[src/design/serial_port_regs.svh]
// Register offsets, field positions, reset values and timing counts of the serial port
`ifndef SERIAL_PORT_REGS_SVH
`define SERIAL_PORT_REGS_SVH

// Register offsets on the plain register port
`define SP_ADDR_CTRL 3'h0
`define SP_ADDR_BUFFER 3'h1
`define SP_ADDR_POWER 3'h2
`define SP_ADDR_BAUD_CTRL 3'h3
`define SP_ADDR_RELOAD 3'h4
`define SP_ADDR_STATUS 3'h5

// serial_control_reg fields
`define SP_CTRL_MODE_HI 7
`define SP_CTRL_MODE_LO 6
`define SP_CTRL_RX_EN 4
`define SP_CTRL_TX_NINTH 3
`define SP_CTRL_RX_NINTH 2
`define SP_CTRL_TX_DONE 1
`define SP_CTRL_RX_DONE 0

// power_control_reg fields
`define SP_PWR_BAUD_DOUBLE 7
`define SP_PWR_FRAME_CHECK 6

// baud_control_reg fields
`define SP_BAUD_RUN 4
`define SP_BAUD_INTERNAL 2
`define SP_BAUD_PRESCALE_BYPASS 1
`define SP_BAUD_M0_SOURCE 0

// Status register fields
`define SP_STAT_FRAME_ERR 0

// Reset values
`define SP_CTRL_RST 8'h00
`define SP_POWER_RST 8'h00
`define SP_BAUD_CTRL_RST 8'h00
`define SP_RELOAD_RST 8'h00
`define SP_BUFFER_RST 8'h00

// Timing counts in clock cycles, oversample ticks or bits
`define SP_PRESCALE_LAST 3'h5
`define SP_M0_FIXED_HALF_LAST 3'h2
`define SP_M0_VAR_HALF_LAST 3'h7
`define SP_OVERSAMPLE_LAST 4'hF
`define SP_MID_SAMPLE 4'h7
`define SP_BITS_8BIT_LAST 4'h9
`define SP_BITS_9BIT_LAST 4'hA
`define SP_M0_BITS_LAST 4'h7

`endif

[src/design/serial_port_pkg.sv]
// Types shared by the serial port design
package serial_port_pkg;

  // Operating mode from the two mode select bits
  typedef enum logic [1:0] {
    MODE_SHIFT = 2'h0,
    MODE_UART8 = 2'h1,
    MODE_UART9_FIXED = 2'h2,
    MODE_UART9_VAR = 2'h3
  } mode_t;

  // Transmit and shift-register sequencer
  typedef enum logic [1:0] {
    TX_IDLE,
    TX_SHIFT,
    TX_ASYNC
  } tx_state_t;

  // Asynchronous receiver
  typedef enum logic [0:0] {
    RX_IDLE,
    RX_BUSY
  } rx_state_t;

endpackage

[src/design/serial_port_four_mode.sv]
// Four-mode serial port: synchronous shift mode and three asynchronous UART modes
// Behaviour
// - Mode bits pick shift, 8-bit or 9-bit UART
// - Timer 1 source only in modes 1, 3
// - Timer 1 overflows give bit timing
// - baud_double doubles either source's rate
// - Internal 8-bit reload generator, optional divide-by-6
// - Internal generator runs only with baud_gen_run
// - Mode 0 half-duplex, eight clocks, LSB first
// - Buffer write in mode 0 starts transmission
// - Mode 0: D0 first, end high, set done
// - Control write with receive_enable starts mode 0 receive
// - Mode 0 receive: eight samples, then done flag
// - Mode 0 rate fixed or internal, by source bit
// - Mode 1: ten-bit full-duplex frames
// - Mode 1 stores stop bit as ninth
// - Modes 2, 3: eleven-bit frames, LSB first
// - Modes 2, 3 send and store ninth bit
// - Async receive starts on rx falling edge
// - Mode 2 rate clock/32, or /16 doubled
// - Missing stop bit sets sticky frame error
`timescale 1ns/10ps
`include "serial_port_regs.svh"

module serial_port_four_mode #(
  parameter int DATA_W = 8
) (
  // Clock and reset
  input wire logic clk,
  input wire logic reset_n,
  // Register port
  input wire logic [2:0] reg_addr,
  input wire logic [7:0] reg_wdata,
  input wire logic reg_wr,
  input wire logic reg_rd,
  output logic [7:0] reg_rdata,
  // Timer 1 overflow pulse, same clock
  input wire logic timer1_overflow,
  // Serial pins; rx_line is two-way in mode 0
  output logic tx_line,
  input wire logic rx_line_in,
  output logic rx_line_out,
  output logic rx_line_oe
);

  // Software-visible state
  logic [7:0] ctrl_ff, nxt_ctrl;
  logic [7:0] power_ff, nxt_power;
  logic [7:0] baud_ctrl_ff, nxt_baud_ctrl;
  logic [7:0] reload_ff, nxt_reload;
  logic [DATA_W-1:0] rx_buf_ff, nxt_rx_buf;
  logic frame_err_ff, nxt_frame_err;
  logic [7:0] rdata_ff, nxt_rdata;
  // Baud generation state
  logic [2:0] pre_ff, nxt_pre;
  logic [7:0] gen_ff, nxt_gen;
  logic half_ff, nxt_half;
  logic [2:0] m0div_ff, nxt_m0div;
  // Transmit / shift sequencer
  serial_port_pkg::tx_state_t tx_state_ff, nxt_tx_state;
  logic [10:0] tx_sh_ff, nxt_tx_sh;
  logic [3:0] tx_cnt_ff, nxt_tx_cnt;
  logic [3:0] tx_sub_ff, nxt_tx_sub;
  logic m0_phase_ff, nxt_m0_phase;
  logic m0_rx_ff, nxt_m0_rx;
  logic tx_line_ff, nxt_tx_line;
  logic rx_out_ff, nxt_rx_out;
  logic rx_oe_ff, nxt_rx_oe;
  // Asynchronous receiver
  serial_port_pkg::rx_state_t rx_state_ff, nxt_rx_state;
  logic [10:0] rx_sh_ff, nxt_rx_sh;
  logic [3:0] rx_cnt_ff, nxt_rx_cnt;
  logic [3:0] rx_sub_ff, nxt_rx_sub;
  // Pin synchroniser
  logic rx_meta_ff, rx_s2_ff, rx_s3_ff, rx_level_ff;

  // Decoded controls
  serial_port_pkg::mode_t mode;
  logic baud_double, frame_check, gen_run, prescale_bypass, m0_src_var, use_internal;
  logic rx_enable;
  logic gen_ovf, src_tick, os_tick, m0_half_tick, rx_stable, rx_fall;
  logic wr_ctrl, wr_buf;

  assign mode = serial_port_pkg::mode_t'({ctrl_ff[`SP_CTRL_MODE_HI],
                                          ctrl_ff[`SP_CTRL_MODE_LO]});
  assign baud_double = power_ff[`SP_PWR_BAUD_DOUBLE];
  assign frame_check = power_ff[`SP_PWR_FRAME_CHECK];
  assign gen_run = baud_ctrl_ff[`SP_BAUD_RUN];
  assign prescale_bypass = baud_ctrl_ff[`SP_BAUD_PRESCALE_BYPASS];
  assign m0_src_var = baud_ctrl_ff[`SP_BAUD_M0_SOURCE];
  assign use_internal = baud_ctrl_ff[`SP_BAUD_INTERNAL];
  assign rx_enable = ctrl_ff[`SP_CTRL_RX_EN];
  assign wr_ctrl = reg_wr && (reg_addr == `SP_ADDR_CTRL);
  assign wr_buf = reg_wr && (reg_addr == `SP_ADDR_BUFFER);

  // A change on the pin counts only once the second and third stages agree
  assign rx_stable = (rx_s2_ff == rx_s3_ff);
  assign rx_fall = rx_stable && rx_level_ff && !rx_s3_ff;

  // Baud generation: prescaler, reload timer, source select and doubling
  always_comb begin
    logic pre_tick;
    pre_tick = 1'b0;
    nxt_pre = pre_ff;
    nxt_gen = gen_ff;
    gen_ovf = 1'b0;
    if (gen_run) begin
      pre_tick = prescale_bypass || (pre_ff == `SP_PRESCALE_LAST);
      nxt_pre = (pre_ff == `SP_PRESCALE_LAST) ? 3'h0 : pre_ff + 3'h1;
      if (pre_tick) begin
        if (gen_ff == 8'hFF) begin
          nxt_gen = reload_ff;
          gen_ovf = 1'b1;
        end else begin
          nxt_gen = gen_ff + 8'h01;
        end
      end
    end
    // Timer 1 may only clock the variable UART modes
    case (mode)
      serial_port_pkg::MODE_UART8, serial_port_pkg::MODE_UART9_VAR: begin
        src_tick = use_internal ? gen_ovf : timer1_overflow;
      end
      serial_port_pkg::MODE_UART9_FIXED: begin
        src_tick = 1'b1;
      end
      default: begin
        src_tick = gen_ovf;
      end
    endcase
    // Sixteen oversample ticks per bit; without doubling every second source tick counts
    nxt_half = src_tick ? !half_ff : half_ff;
    os_tick = src_tick && (baud_double || half_ff);
    // Mode 0 half-bit ticks: fixed clock/3 or eight oversample ticks
    m0_half_tick = 1'b0;
    nxt_m0div = m0div_ff;
    if (tx_state_ff != serial_port_pkg::TX_SHIFT) begin
      nxt_m0div = 3'h0;
    end else if (!m0_src_var) begin
      m0_half_tick = (m0div_ff == `SP_M0_FIXED_HALF_LAST);
      nxt_m0div = m0_half_tick ? 3'h0 : m0div_ff + 3'h1;
    end else if (os_tick) begin
      m0_half_tick = (m0div_ff == `SP_M0_VAR_HALF_LAST);
      nxt_m0div = m0_half_tick ? 3'h0 : m0div_ff + 3'h1;
    end
  end

  // Baud generation registers
  always_ff @(posedge clk or negedge reset_n) begin
    if (!reset_n) begin
      pre_ff <= 3'h0;
      gen_ff <= 8'h00;
      half_ff <= 1'b0;
      m0div_ff <= 3'h0;
    end else begin
      pre_ff <= nxt_pre;
      gen_ff <= nxt_gen;
      half_ff <= nxt_half;
      m0div_ff <= nxt_m0div;
    end
  end

  // Registers, sequencers and receiver; hardware sets win over software clears
  always_comb begin
    logic set_tx_done, set_rx_done, set_frame_err, rx_ninth_val, async_last;
    logic [3:0] tx_last;
    set_tx_done = 1'b0;
    set_rx_done = 1'b0;
    set_frame_err = 1'b0;
    rx_ninth_val = ctrl_ff[`SP_CTRL_RX_NINTH];
    async_last = 1'b0;
    tx_last = (mode == serial_port_pkg::MODE_UART8) ? `SP_BITS_8BIT_LAST : `SP_BITS_9BIT_LAST;
    nxt_ctrl = wr_ctrl ? reg_wdata : ctrl_ff;
    nxt_power = (reg_wr && reg_addr == `SP_ADDR_POWER) ? reg_wdata : power_ff;
    nxt_baud_ctrl = (reg_wr && reg_addr == `SP_ADDR_BAUD_CTRL) ? reg_wdata : baud_ctrl_ff;
    nxt_reload = (reg_wr && reg_addr == `SP_ADDR_RELOAD) ? reg_wdata : reload_ff;
    nxt_frame_err = frame_err_ff;
    if (reg_wr && reg_addr == `SP_ADDR_STATUS) begin
      nxt_frame_err = reg_wdata[`SP_STAT_FRAME_ERR];
    end
    nxt_rx_buf = rx_buf_ff;
    nxt_tx_state = tx_state_ff;
    nxt_tx_sh = tx_sh_ff;
    nxt_tx_cnt = tx_cnt_ff;
    nxt_tx_sub = tx_sub_ff;
    nxt_m0_phase = m0_phase_ff;
    nxt_m0_rx = m0_rx_ff;
    nxt_tx_line = tx_line_ff;
    nxt_rx_out = rx_out_ff;
    nxt_rx_oe = rx_oe_ff;
    nxt_rx_state = rx_state_ff;
    nxt_rx_sh = rx_sh_ff;
    nxt_rx_cnt = rx_cnt_ff;
    nxt_rx_sub = rx_sub_ff;

    // Transmit and mode 0 shift sequencer
    case (tx_state_ff)
      serial_port_pkg::TX_IDLE: begin
        nxt_tx_line = 1'b1;
        nxt_rx_out = 1'b1;
        nxt_rx_oe = 1'b0;
        if (wr_buf && mode == serial_port_pkg::MODE_SHIFT) begin
          nxt_tx_state = serial_port_pkg::TX_SHIFT;
          nxt_tx_sh = {3'h7, reg_wdata};
          nxt_tx_cnt = 4'h0;
          nxt_m0_phase = 1'b0;
          nxt_m0_rx = 1'b0;
          nxt_rx_out = reg_wdata[0];
          nxt_rx_oe = 1'b1;
        end else if (wr_ctrl && reg_wdata[`SP_CTRL_MODE_HI:`SP_CTRL_MODE_LO] == 2'h0
                     && reg_wdata[`SP_CTRL_RX_EN] && !reg_wdata[`SP_CTRL_RX_DONE]) begin
          nxt_tx_state = serial_port_pkg::TX_SHIFT;
          nxt_tx_cnt = 4'h0;
          nxt_m0_phase = 1'b0;
          nxt_m0_rx = 1'b1;
        end else if (wr_buf) begin
          nxt_tx_state = serial_port_pkg::TX_ASYNC;
          // Ninth slot carries the stop level in mode 1, the programmed bit otherwise
          nxt_tx_sh = {1'b1, (mode == serial_port_pkg::MODE_UART8) ? 1'b1
                       : ctrl_ff[`SP_CTRL_TX_NINTH], reg_wdata, 1'b0};
          nxt_tx_cnt = 4'h0;
          nxt_tx_sub = 4'h0;
        end
      end
      serial_port_pkg::TX_SHIFT: begin
        // Each bit: clock high half, then low half; pin data changes at bit start
        if (m0_half_tick) begin
          if (!m0_phase_ff) begin
            nxt_m0_phase = 1'b1;
            nxt_tx_line = 1'b0;
          end else begin
            nxt_m0_phase = 1'b0;
            nxt_tx_line = 1'b1;
            nxt_tx_sh = {2'h3, rx_level_ff, tx_sh_ff[8:1]};
            nxt_tx_cnt = tx_cnt_ff + 4'h1;
            nxt_rx_out = m0_rx_ff ? 1'b1 : tx_sh_ff[1];
            if (tx_cnt_ff == `SP_M0_BITS_LAST) begin
              nxt_tx_state = serial_port_pkg::TX_IDLE;
              nxt_rx_out = 1'b1;
              if (m0_rx_ff) begin
                set_rx_done = 1'b1;
                nxt_rx_buf = {rx_level_ff, tx_sh_ff[8:2]};
              end else begin
                set_tx_done = 1'b1;
              end
            end
          end
        end
      end
      serial_port_pkg::TX_ASYNC: begin
        // Start bit opens on an oversample tick, else it could come up one clock short
        if (os_tick && tx_cnt_ff == 4'h0 && tx_line_ff) begin
          nxt_tx_line = 1'b0;
        end else if (os_tick) begin
          nxt_tx_sub = tx_sub_ff + 4'h1;
          if (tx_sub_ff == `SP_OVERSAMPLE_LAST) begin
            nxt_tx_sh = {1'b1, tx_sh_ff[10:1]};
            nxt_tx_line = tx_sh_ff[1];
            nxt_tx_cnt = tx_cnt_ff + 4'h1;
            if (tx_cnt_ff == tx_last) begin
              nxt_tx_state = serial_port_pkg::TX_IDLE;
              nxt_tx_line = 1'b1;
              set_tx_done = 1'b1;
            end
          end
        end
      end
      default: begin
        nxt_tx_state = serial_port_pkg::TX_IDLE;
      end
    endcase

    // Asynchronous receiver, sampling at mid-bit of sixteen ticks
    case (rx_state_ff)
      serial_port_pkg::RX_IDLE: begin
        if (rx_fall && rx_enable && mode != serial_port_pkg::MODE_SHIFT) begin
          nxt_rx_state = serial_port_pkg::RX_BUSY;
          nxt_rx_sub = 4'h0;
          nxt_rx_cnt = 4'h0;
        end
      end
      serial_port_pkg::RX_BUSY: begin
        if (mode == serial_port_pkg::MODE_SHIFT) begin
          nxt_rx_state = serial_port_pkg::RX_IDLE;
        end else if (os_tick) begin
          nxt_rx_sub = rx_sub_ff + 4'h1;
          if (rx_sub_ff == `SP_MID_SAMPLE) begin
            nxt_rx_sh = {rx_level_ff, rx_sh_ff[10:1]};
            nxt_rx_cnt = rx_cnt_ff + 4'h1;
            if (rx_cnt_ff == 4'h0 && rx_level_ff) begin
              nxt_rx_state = serial_port_pkg::RX_IDLE; // False start, back to hunting
            end else if (rx_cnt_ff == tx_last) begin
              async_last = 1'b1;
              nxt_rx_state = serial_port_pkg::RX_IDLE;
            end
          end
        end
      end
      default: begin
        nxt_rx_state = serial_port_pkg::RX_IDLE;
      end
    endcase
    if (async_last) begin
      set_rx_done = 1'b1;
      if (mode == serial_port_pkg::MODE_UART8) begin
        nxt_rx_buf = rx_sh_ff[10:3];
        rx_ninth_val = rx_level_ff;
      end else begin
        nxt_rx_buf = rx_sh_ff[9:2];
        rx_ninth_val = rx_sh_ff[10];
      end
      set_frame_err = frame_check && !rx_level_ff;
    end

    // Hardware events override the software write in the same cycle
    if (async_last) begin
      nxt_ctrl[`SP_CTRL_RX_NINTH] = rx_ninth_val;
    end
    if (set_tx_done) begin
      nxt_ctrl[`SP_CTRL_TX_DONE] = 1'b1;
    end
    if (set_rx_done) begin
      nxt_ctrl[`SP_CTRL_RX_DONE] = 1'b1;
    end
    if (set_frame_err) begin
      nxt_frame_err = 1'b1;
    end

    // Read data stands in the cycle after the read strobe
    nxt_rdata = 8'h00;
    if (reg_rd) begin
      case (reg_addr)
        `SP_ADDR_CTRL: nxt_rdata = ctrl_ff;
        `SP_ADDR_BUFFER: nxt_rdata = rx_buf_ff;
        `SP_ADDR_POWER: nxt_rdata = power_ff;
        `SP_ADDR_BAUD_CTRL: nxt_rdata = baud_ctrl_ff;
        `SP_ADDR_RELOAD: nxt_rdata = reload_ff;
        `SP_ADDR_STATUS: nxt_rdata = {7'h00, frame_err_ff};
        default: nxt_rdata = 8'h00;
      endcase
    end
  end

  // Main state registers
  always_ff @(posedge clk or negedge reset_n) begin
    if (!reset_n) begin
      ctrl_ff <= `SP_CTRL_RST;
      power_ff <= `SP_POWER_RST;
      baud_ctrl_ff <= `SP_BAUD_CTRL_RST;
      reload_ff <= `SP_RELOAD_RST;
      rx_buf_ff <= `SP_BUFFER_RST;
      frame_err_ff <= 1'b0;
      rdata_ff <= 8'h00;
      tx_state_ff <= serial_port_pkg::TX_IDLE;
      tx_sh_ff <= 11'h7FF;
      tx_cnt_ff <= 4'h0;
      tx_sub_ff <= 4'h0;
      m0_phase_ff <= 1'b0;
      m0_rx_ff <= 1'b0;
      tx_line_ff <= 1'b1;
      rx_out_ff <= 1'b1;
      rx_oe_ff <= 1'b0;
      rx_state_ff <= serial_port_pkg::RX_IDLE;
      rx_sh_ff <= 11'h000;
      rx_cnt_ff <= 4'h0;
      rx_sub_ff <= 4'h0;
    end else begin
      ctrl_ff <= nxt_ctrl;
      power_ff <= nxt_power;
      baud_ctrl_ff <= nxt_baud_ctrl;
      reload_ff <= nxt_reload;
      rx_buf_ff <= nxt_rx_buf;
      frame_err_ff <= nxt_frame_err;
      rdata_ff <= nxt_rdata;
      tx_state_ff <= nxt_tx_state;
      tx_sh_ff <= nxt_tx_sh;
      tx_cnt_ff <= nxt_tx_cnt;
      tx_sub_ff <= nxt_tx_sub;
      m0_phase_ff <= nxt_m0_phase;
      m0_rx_ff <= nxt_m0_rx;
      tx_line_ff <= nxt_tx_line;
      rx_out_ff <= nxt_rx_out;
      rx_oe_ff <= nxt_rx_oe;
      rx_state_ff <= nxt_rx_state;
      rx_sh_ff <= nxt_rx_sh;
      rx_cnt_ff <= nxt_rx_cnt;
      rx_sub_ff <= nxt_rx_sub;
    end
  end

  // Three-stage pin synchroniser; the filtered level moves only when stages agree
  always_ff @(posedge clk or negedge reset_n) begin
    if (!reset_n) begin
      rx_meta_ff <= 1'b1;
      rx_s2_ff <= 1'b1;
      rx_s3_ff <= 1'b1;
      rx_level_ff <= 1'b1;
    end else begin
      rx_meta_ff <= rx_line_in;
      rx_s2_ff <= rx_meta_ff;
      rx_s3_ff <= rx_s2_ff;
      rx_level_ff <= rx_stable ? rx_s3_ff : rx_level_ff;
    end
  end

  // Outputs straight from flip-flops
  assign reg_rdata = rdata_ff;
  assign tx_line = tx_line_ff;
  assign rx_line_out = rx_out_ff;
  assign rx_line_oe = rx_oe_ff;

endmodule // serial_port_four_mode

[config.mk]
export PLATFORM = sky130hd
export DESIGN_NAME = serial_port_four_mode
export DESIGN_NICKNAME = d
export VERILOG_FILES = /design/src/design/serial_port_pkg.sv /design/src/design/serial_port_four_mode.sv
export VERILOG_INCLUDE_DIRS = /design/src /design/src/design
export SDC_FILE = /design/constraint.sdc
export NUM_CORES = 1
export LEC_CHECK = 0
export ABC_AREA = 1
export ABC_CLOCK_PERIOD_IN_PS = 5600
export BUFFER_PORTS_ARGS = -buffer_cell sky130_fd_sc_hd__buf_2
export CELL_PAD_IN_SITES_DETAIL_PLACEMENT = 1
export CELL_PAD_IN_SITES_GLOBAL_PLACEMENT = 2
export CORE_UTILIZATION = 41
export DETAILED_ROUTE_END_ITERATION = 12
export PLACE_DENSITY_LB_ADDON = 0.25
export SLEW_MARGIN = 5
export SYNTH_ARGS = -nofsm -noshare
export SYNTH_HDL_FRONTEND = slang
export SYNTH_SLANG_ARGS = --single-unit
[constraint.sdc]
create_clock -name clk -period 5.6 [get_ports clk]
set_input_delay 0.84 -clock clk [delete_from_list [all_inputs] [get_ports clk]]
set_output_delay 0.84 -clock clk [all_outputs]
set_load 0.005 [all_outputs]
== Word level (Yosys, flattened, before mapping) ==
Index checks and enable logic that the tools add are counted.
Operators by class
  $add $sub $neg: 7
  equality and inequality tests: 42
  mux-type cells: 125
  bitwise gates (word level): 2
  reduce and logical (&&, ||, !) cells: 59
Operators by type and width (number)
  $mux W11: 8
  $mux W4: 18
  $mux W8: 9
  $mux W1: 59
  $pmux W8 S6: 1
  $pmux W11 S3: 1
  $reduce_bool A2 Y1: 13
  $ne A2 B2 Y1 const B: 12
  $pmux W4 S2: 3
  $mux W2: 11
  $mux W3: 7
  $logic_and A1 B1 Y1: 19
  $add A4 B1 Y4 const B: 4
  $reduce_and A8 Y1: 2
  $ne A3 B3 Y1 const B: 5
  $eq A3 B3 Y1 const B: 4
  $pmux W4 S3: 1
  $reduce_and A4 Y1: 3
  $pmux W1 S2: 5
  $eq A3 B2 Y1 const B: 3
  $reduce_and A3 Y1: 3
  $add A8 B1 Y8 const B: 1
  $eq A4 B3 Y1 const B: 2
  $eq A4 B4 Y1: 2
  24 further kinds: 39
Storage, ports and cells
  flip-flop bits (word level): 114
  input port bits: 17
  logic and storage cells: 266

== Depth between registers and ports, before layout ==
Gate-level depths: netlist of run 1.
  depth in word-level cells: 14
  depth in mapped cells: 12
  depth with buffers taken out: 12

== Worst setup path after synthesis of run 1 ==
No wires, ideal clock.
  path type: input to register
  from: in reg_addr[1]
  to: reg tx_cnt_ff[0]
  library setup time: 0.120 ns
  arrival: 1.934 ns
  required time: 5.480 ns
  path slack: 3.545 ns
  stages: 10
  buffers on the path: 0
  path through: nor3_2 > nand2_2 > nor2_2 > inv_2 > nor2_4 > nor2_1 > inv_2 > nand3_4 > o21ai_1 > nand2_1
Between the ends
  word-level cells in the longest chain between the ends: 8
  elaborated cells on any way between the ends: 13
Ends and longest elaborated chain
  start: declaration: RTL line serial_port_four_mode.sv:32  | input wire logic [2:0] reg_addr,
  $logic_not A3 Y1
  $logic_and A1 B1 Y1: RTL line serial_port_four_mode.sv:93  | assign wr_ctrl = reg_wr && (reg_addr == `SP_ADDR_CTRL);
  $logic_and A1 B1 Y1 (3 in a row): RTL line serial_port_four_mode.sv:210  | end else if (wr_ctrl && reg_wdata[`SP_CTRL_MODE_HI:`SP_CTRL_MODE_LO] == 2'h0
  $mux W4: RTL line serial_port_four_mode.sv:210
  $mux W4: RTL line serial_port_four_mode.sv:202  | if (wr_buf && mode == serial_port_pkg::MODE_SHIFT) begin
  $pmux W4 S3: RTL line serial_port_four_mode.sv:197  | case (tx_state_ff)
  end signal: assignment: RTL line serial_port_four_mode.sv:377  | tx_cnt_ff <= nxt_tx_cnt;
  end: declaration: RTL line serial_port_four_mode.sv:62  | logic [3:0] tx_cnt_ff, nxt_tx_cnt;
Several ways; a longest one is shown, not always the timed one.
A chain may end at the register's enable or synchronous reset.

== Worst setup path in the final report of run 1 ==
  from: reg gen_ff[0]
  to: reg rx_cnt_ff[2]
Between the ends
  word-level cells in the longest chain between the ends: 9
Ends and longest elaborated chain
  start: declaration: RTL line serial_port_four_mode.sv:56  | logic [7:0] gen_ff, nxt_gen;
  start signal: assignment: RTL line serial_port_four_mode.sv:157  | gen_ff <= nxt_gen;
  $eq A8 B8 Y1 *: RTL line serial_port_four_mode.sv:111  | if (gen_ff == 8'hFF) begin
  $mux W1 *: RTL line serial_port_four_mode.sv:111
  $mux W1 *: RTL line serial_port_four_mode.sv:110  | if (pre_tick) begin
  $mux W1 *: RTL line serial_port_four_mode.sv:107  | if (gen_run) begin
  $mux W1: RTL line serial_port_four_mode.sv:122  | src_tick = use_internal ? gen_ovf : timer1_overflow;
  $pmux W1 S2 *: RTL line serial_port_four_mode.sv:120  | case (mode)
  $logic_and A1 B1 Y1 *: RTL line serial_port_four_mode.sv:133  | os_tick = src_tick && (baud_double || half_ff);
  $ne A2 B1 Y1 (no line) *
  $reduce_and A4 Y1 (no line) *
  end signal: assignment: RTL line serial_port_four_mode.sv:386  | rx_cnt_ff <= nxt_rx_cnt;
  end: declaration: RTL line serial_port_four_mode.sv:72  | logic [3:0] rx_cnt_ff, nxt_rx_cnt;
Every way passes the cells marked *; elsewhere a longest branch is shown, timed or not.

==> results.cfg, run 1 <==
[clock_network]
clkTransAtPathRegs_ns = 0.08
ctsResizeCount = 0
worstSkewPairLatency_ns = 0.36
clock_path_buffers = 2
htree_num_levels = 3
cts-root-buf = clkbuf_16
cts_buffers = 9
clock-sinks = 110
post_cts_buffers = 0
cts_tree = done
cts-hold-fix-buffers = 0

[timing]
setup_viol = 0
tns_ns = 0
fmax_mhz = 391
period_share = 0.457
tightest_slew_ns = 0.796
hold_violations = 0
maxSlewHeadroom = 0.470
grt_setup_unrepaired = false
fin_skew_ns = 0.0106
finalCriticalPeriod_ns = 2.56
finalMaxSlewViolations = 0

[drt]
drcViolationCount = 0
routed_wire_length_per_instance_um = 17.9
vias = 4986
drtPass1Iterations = 4
avgViaCountPerCell = 5.41
drt-initial-drc-count = 349
drtAntennaViolNets = 0
drt_wl_total_mm = 16.5

[yosys]
ys_seq_area_frac = 0.470
synth_edf_count = 0
yosysWarnings = 0
syn_avg_cell_area_um2 = 8.29
ys_ff_latch = 110
synthesis.area_mm2 = 0.00590
async_flop_share = 1.00
syn_inst = 712
yosys_most_used_dff = dfrtp_1
yosysUniqueCellTypes = 50
syn-num-nets = 743

[grt]
antenna_found_initial = 0
grt_pass1_wl_mm = 26.6
grt_overflow = 0
first_global_vias = 5052
grt_util_all_layers = 0.238
grt_max_degree = 62

[placement]
portBuffers = 27
dp.final_hpwl_mm = 12.3
placed_cell_area_mm2 = 0.00621
routabilityCongestion = 0.801
dp.cells = 906

[power]
p_leak_nw = 3.06
powerDensity_mw_per_mm2 = 416
vdd_drop_max_mv = 0.241
total_power_mw = 2.71

[layout]
fin_nets = 768
n_antenna_cell = 0
instances_no_fill = 921
layout_commonest_cell = nand2_1
design_area_mm2 = 0.00652
drive_gt1_frac = 0.147
syn_to_final_growth_pct = 10.5
nFillCells = 1696
final_cell_mix = 180 x nand2_1, 95 x dfrtp_1, 73 x inv_1

[status]
status = completed

[die]
core_area_mm2 = 0.0139
pin_count = 28
fp.dieW_um = 122
dieArea_mm2 = 0.0149
rows = 43
die_h_um = 122
initial_utilization = 0.423

[worst_setup_path]
crit_type = reg2reg
crit_path_end_kind = register
critPathMaxFanout = 21
crit_slowest_cell = nand3_1
cp.arrival_ns = 2.81
crit_path_cell_trace = ha_1, nand3_2, nor2_4, nand2_4, nor2_1, nor2_2, nor2_4, nand3_1, inv_1, nand3_1, nand2_1, nor2_1
critical_path.max_stage_delay_ns = 0.59
cp-start-kind = register
cp_data_required_time_ns = 5.85

[run]
cap_violations = 0

[hold_path]
worstHoldPathType = reg2reg
-- layout make-up --
type / instances / area, um^2 / area share
clock buffer: 9 / 225 / 0.0345
clock inverter: 6 / 86.3 / 0.0132
inverter: 86 / 323 / 0.0495
multi-input combinational: 502 / 2750 / 0.421
sequential: 110 / 2770 / 0.425
tap: 180 / 225 / 0.0345
timing repair buffer: 28 / 145 / 0.0223
-- Yosys cell counts, types with 4 or more instances --
master	instances	area, um^2
nand2_1	180	676
dfrtp_1	95	2380
inv_1	73	274
nand3_1	64	320
o21ai_0	64	320
nor2_1	38	143
o21ai_1	29	145
a21oi_1	23	115
dfstp_2	15	394
ha_1	14	175
inv_2	11	41.3
clkbuf_1	10	37.5
xor2_1	8	70.1
nand4_1	7	43.8
a221oi_1	6	52.6
a31oi_1	6	37.5
nand2_2	5	31.3
nand2_4	5	56.3
nor2_4	5	56.3
o221ai_1	5	43.8
nand4_4	4	85.1
nor2_2	4	25.0
or2_2	4	25.0
-- worst paths after layout --
| kind | from | endpoint | slack (ns) | cells past startpoint |
|---|---|---|---|---|
| max in group asynchronous | reset_n | baud_ctrl_ff[3] | 3.82 | 2 |
| hold / removal | rx_meta_ff | rx_s2_ff | 0.36 | 0 |
| setup reg to reg | gen_ff[0] | rx_cnt_ff[2] | 3.04 | 12 |
| setup / recovery | gen_ff[0] | rx_cnt_ff[2] | 3.04 | 12 |
| hold reg to reg | rx_meta_ff | rx_s2_ff | 0.36 | 0 |
| min in group asynchronous | reset_n | gen_ff[5] | 0.52 | 1 |
-- stage by stage --
step | setup slack (ns) | hold slack, ns | utilization
final | 3.04 | 0.360 | 0.468
after global routing | 2.79 | 0.362 | 0.468
after floorplan | 3.55 | 0.345 | -
after detailed placement | 2.93 | 0.349 | 0.446
after global placement | 3.03 | 0.346 | 0.446
after CTS | 3.04 | 0.361 | 0.468
-- cells by family after synthesis --
family / count (synthesis) / share of synthesized area
simple gates: 333 / 0.281
fa+ha+maj: 15 / 0.0314
compound gates: 146 / 0.142
flops: 110 / 0.470
buf+inv: 100 / 0.0649
xor+xnor: 8 / 0.0119
-- metal layers --
layer  up-vias  routed length, um  part of all wire  GRT usage
li1       2406                  -                 -          -
met4         0                278             0.017     0.0764
met5         -                  0                 0          0
met3        21                568             0.035     0.0459
met1      2482               7500              0.46      0.308
met2        77               8110              0.49      0.397
-- power breakdown --
part,internal (mW),total (mW),switching [mW]
combinational,0.296,0.895,0.599
sequential,0.975,1.11,0.139
clock,0.390,0.702,0.311
total,1.66,2.71,1.05
-- critical path, delay by kind of cell (launching register included) --
kind	cells	cell delay, ns
flip-flops	1	0.41
AND/OR/NAND/NOR	10	1.52
adder cells (fa/ha/maj)	1	0.23
buffers and inverters	1	0.29
-- sequential cells by signal (all words and copies together), names as in the netlist, 4 cells and up --
register and cells:
rx_buf_ff 8, tx_sub_ff 4, power_ff 8, baud_ctrl_ff 8
gen_ff 8, rx_sub_ff 4, rx_sh_ff 9, rx_cnt_ff 4
ctrl_ff 8, tx_cnt_ff 4, tx_sh_ff 9, reload_ff 8
reg_rdata 8
Power figures use the tool's default switching activity.
==> run 2, diff against run 1 <==
ABC_AREA = 0   (was 1)
ABC_CLOCK_PERIOD_IN_PS = 2500   (was 5600)
clock period = 2.5 ns   (was 5.6 ns; I/O delays follow)
==> results.cfg, run 2 <==
[die]
dieArea_mm2 = 0.0148
die_h_um = 122
fp.dieW_um = 122
core_area_mm2 = 0.0139
initial_utilization = 0.422
rows = 43
pin_count = 28

[yosys]
yosysUniqueCellTypes = 64
syn_avg_cell_area_um2 = 10.9
synth_adder_area_share = 0.0315
synthTopCellsByArea = dfrtp_1 40%, mux2_2 11%, mux2i_1 10%
synth_top_area_frac = 0.404
synth_simple_gate_area_frac = 0.147
synthMuxAreaShare = 0.208
synth_xor_area_frac = 0.00447
synth_edf_count = 0
ys_ff_latch = 110
syn-num-nets = 572
synth_compound_area_frac = 0.107
yosysWarnings = 0
synthMostInstantiatedCell = dfrtp_1
async_flop_share = 1.00
synthesis.area_mm2 = 0.00588
synth_top_family_by_area = multiplexers
yosys_most_used_dff = dfrtp_1
yosysTopAreaCell = dfrtp_1
yosys-top-cells-count = 95 x dfrtp_1, 59 x mux2i_1, 56 x mux2_2, 48 x nand2_1, 27 x nor2_1
ys_seq_area_frac = 0.471
syn_inst = 541

[timing]
finalMaxSlewViolations = 0
period_share = 0.953
fin_skew_ns = 0.00697
setup_viol = 0
maxSlewHeadroom = 0.492
fmax_mhz = 420
tightest_slew_ns = 0.754
finalCriticalPeriod_ns = 2.38
grt_setup_unrepaired = false
hold_violations = 0
worst_hold_slack_ns = 0.00295

[drt]
drt-initial-drc-count = 250
drtPass1Iterations = 4
vias = 4395
avgViaCountPerCell = 5.67
drcViolationCount = 0
drt_wl_total_mm = 15.4
routed_wire_length_per_instance_um = 19.9
drtAntennaViolNets = 0

[power]
powerDensity_mw_per_mm2 = 901
p_leak_nw = 3.17
vdd_drop_max_mv = 0.435
total_power_mw = 6.12

[grt]
grt_overflow = 0
busiest_layer = met2
grt_pass1_wl_mm = 25.6
first_global_vias = 4711
grtUsageMet3 = 0.0468
grt_use_met2 = 0.379
antenna_found_initial = 0
grt_max_degree = 44
met1_usage = 0.303
grt_util_all_layers = 0.227

[worst_setup_path]
r2r_start = ctrl_ff[6]
crit_path_cell_trace = o21ba_2, nor4_4, buf_4, and4_1, nor3_2, and4b_1, buf_12, mux2_2
critical_path.max_stage_delay_ns = 0.47
startpoint = ctrl_ff[6]
critPathMaxFanout = 9
cp-start-kind = register
cp.arrival_ns = 2.67
crit_slowest_cell = dfrtp_1
crit_type = reg2reg
cp_data_required_time_ns = 2.79
crit_path_end_kind = register

[layout]
layout_commonest_cell = dfrtp_1
n_antenna_cell = 0
fin_nets = 621
syn_to_final_growth_pct = 15.5
design_area_mm2 = 0.00679
final_cell_mix = 95 x dfrtp_1, 59 x mux2i_1, 56 x mux2_2
drive_gt1_frac = 0.279
instances_no_fill = 775
reg_top3 = rx_sh_ff (9), tx_sh_ff (9)

[placement]
placed_cell_area_mm2 = 0.00643
routabilityCongestion = 0.804
dp.cells = 757
dp.final_hpwl_mm = 11.3
portBuffers = 27

[clock_network]
cts_tree = done
clock_path_buffers = 2
cts-root-buf = clkbuf_16
cts-hold-fix-buffers = 0
clock-sinks = 110
clkTransAtPathRegs_ns = 0.08
worstSkewPairLatency_ns = 0.36
cts_buffers = 9
htree_num_levels = 3

[status]
status = completed

[hold_path]
worstHoldPathType = in2async

[run]
cap_violations = 0
[run 2: cell families after synthesis]
| logic type | after synthesis |
|---|---|
| flops | 110 |
| compound gates | 99 |
| xor+xnor | 3 |
| mux | 115 |
| fa+ha+maj | 15 |
| buf+inv | 42 |
| simple gates | 157 |
[run 2: final timing paths]
kind	end	cells past startpoint	slack, ns
setup / recovery	tx_sh_ff[3]	8	0.12
hold / removal	gen_ff[6]	1	0.003
setup reg to reg	tx_sh_ff[3]	8	0.12
hold reg to reg	rx_s2_ff	0	0.36
max in group asynchronous	reg_rdata[4]	2	1.66
min in group clk	rx_meta_ff	1	0.11
[run 2: area by class of cell]
class | count | area [um^2]
tap | 180 | 225
clock inverter | 7 | 78.8
inverter | 14 | 52.6
sequential | 110 | 2770
multi-input combinational | 389 | 2970
fill | 1526 | 7140
clock buffer | 9 | 225
timing repair buffer | 66 | 468
[run 2: metrics by stage]
stage | TNS, ns | worst slack, ns | util
finish | 0 | 0.119 | 0.487
detailed placement | -0.404 | -0.0582 | 0.461
global placement | 0 | 0.0268 | 0.461
CTS | 0 | 0.0122 | 0.485
global route | 0 | 0.00482 | 0.487
floorplan | 0 | 0.128 | -
[run 2: layer usage]
layer | share of wire | routed length (um)
met1 | 0.47 | 7190
met2 | 0.50 | 7690
met3 | 0.026 | 401
met4 | 0.011 | 164
met5 | 0 | 0
[run 2: power breakdown]
part           switching (mW)  total (mW)  internal, mW
Clock                   0.705        1.50         0.791
Sequential              0.362        2.59          2.23
Combinational            1.02        2.03          1.01
Total                    2.09        6.12          4.03
[run 2: critical path: cells and delay by family (launching register included)]
family / cells / cell delay [ns]
muxes: 1 / 0.33
and+or+nand+nor: 4 / 0.95
buffers and inverters: 2 / 0.30
DFF: 1 / 0.47
AOI/OAI and AO/OA: 1 / 0.25
[run 2: repair_timing]
action                     in CTS  in global routing
resized for setup               4                  5
setup endpoints to repair      14                 21
setup buffers                   1                  1
pin swaps                       1                  1
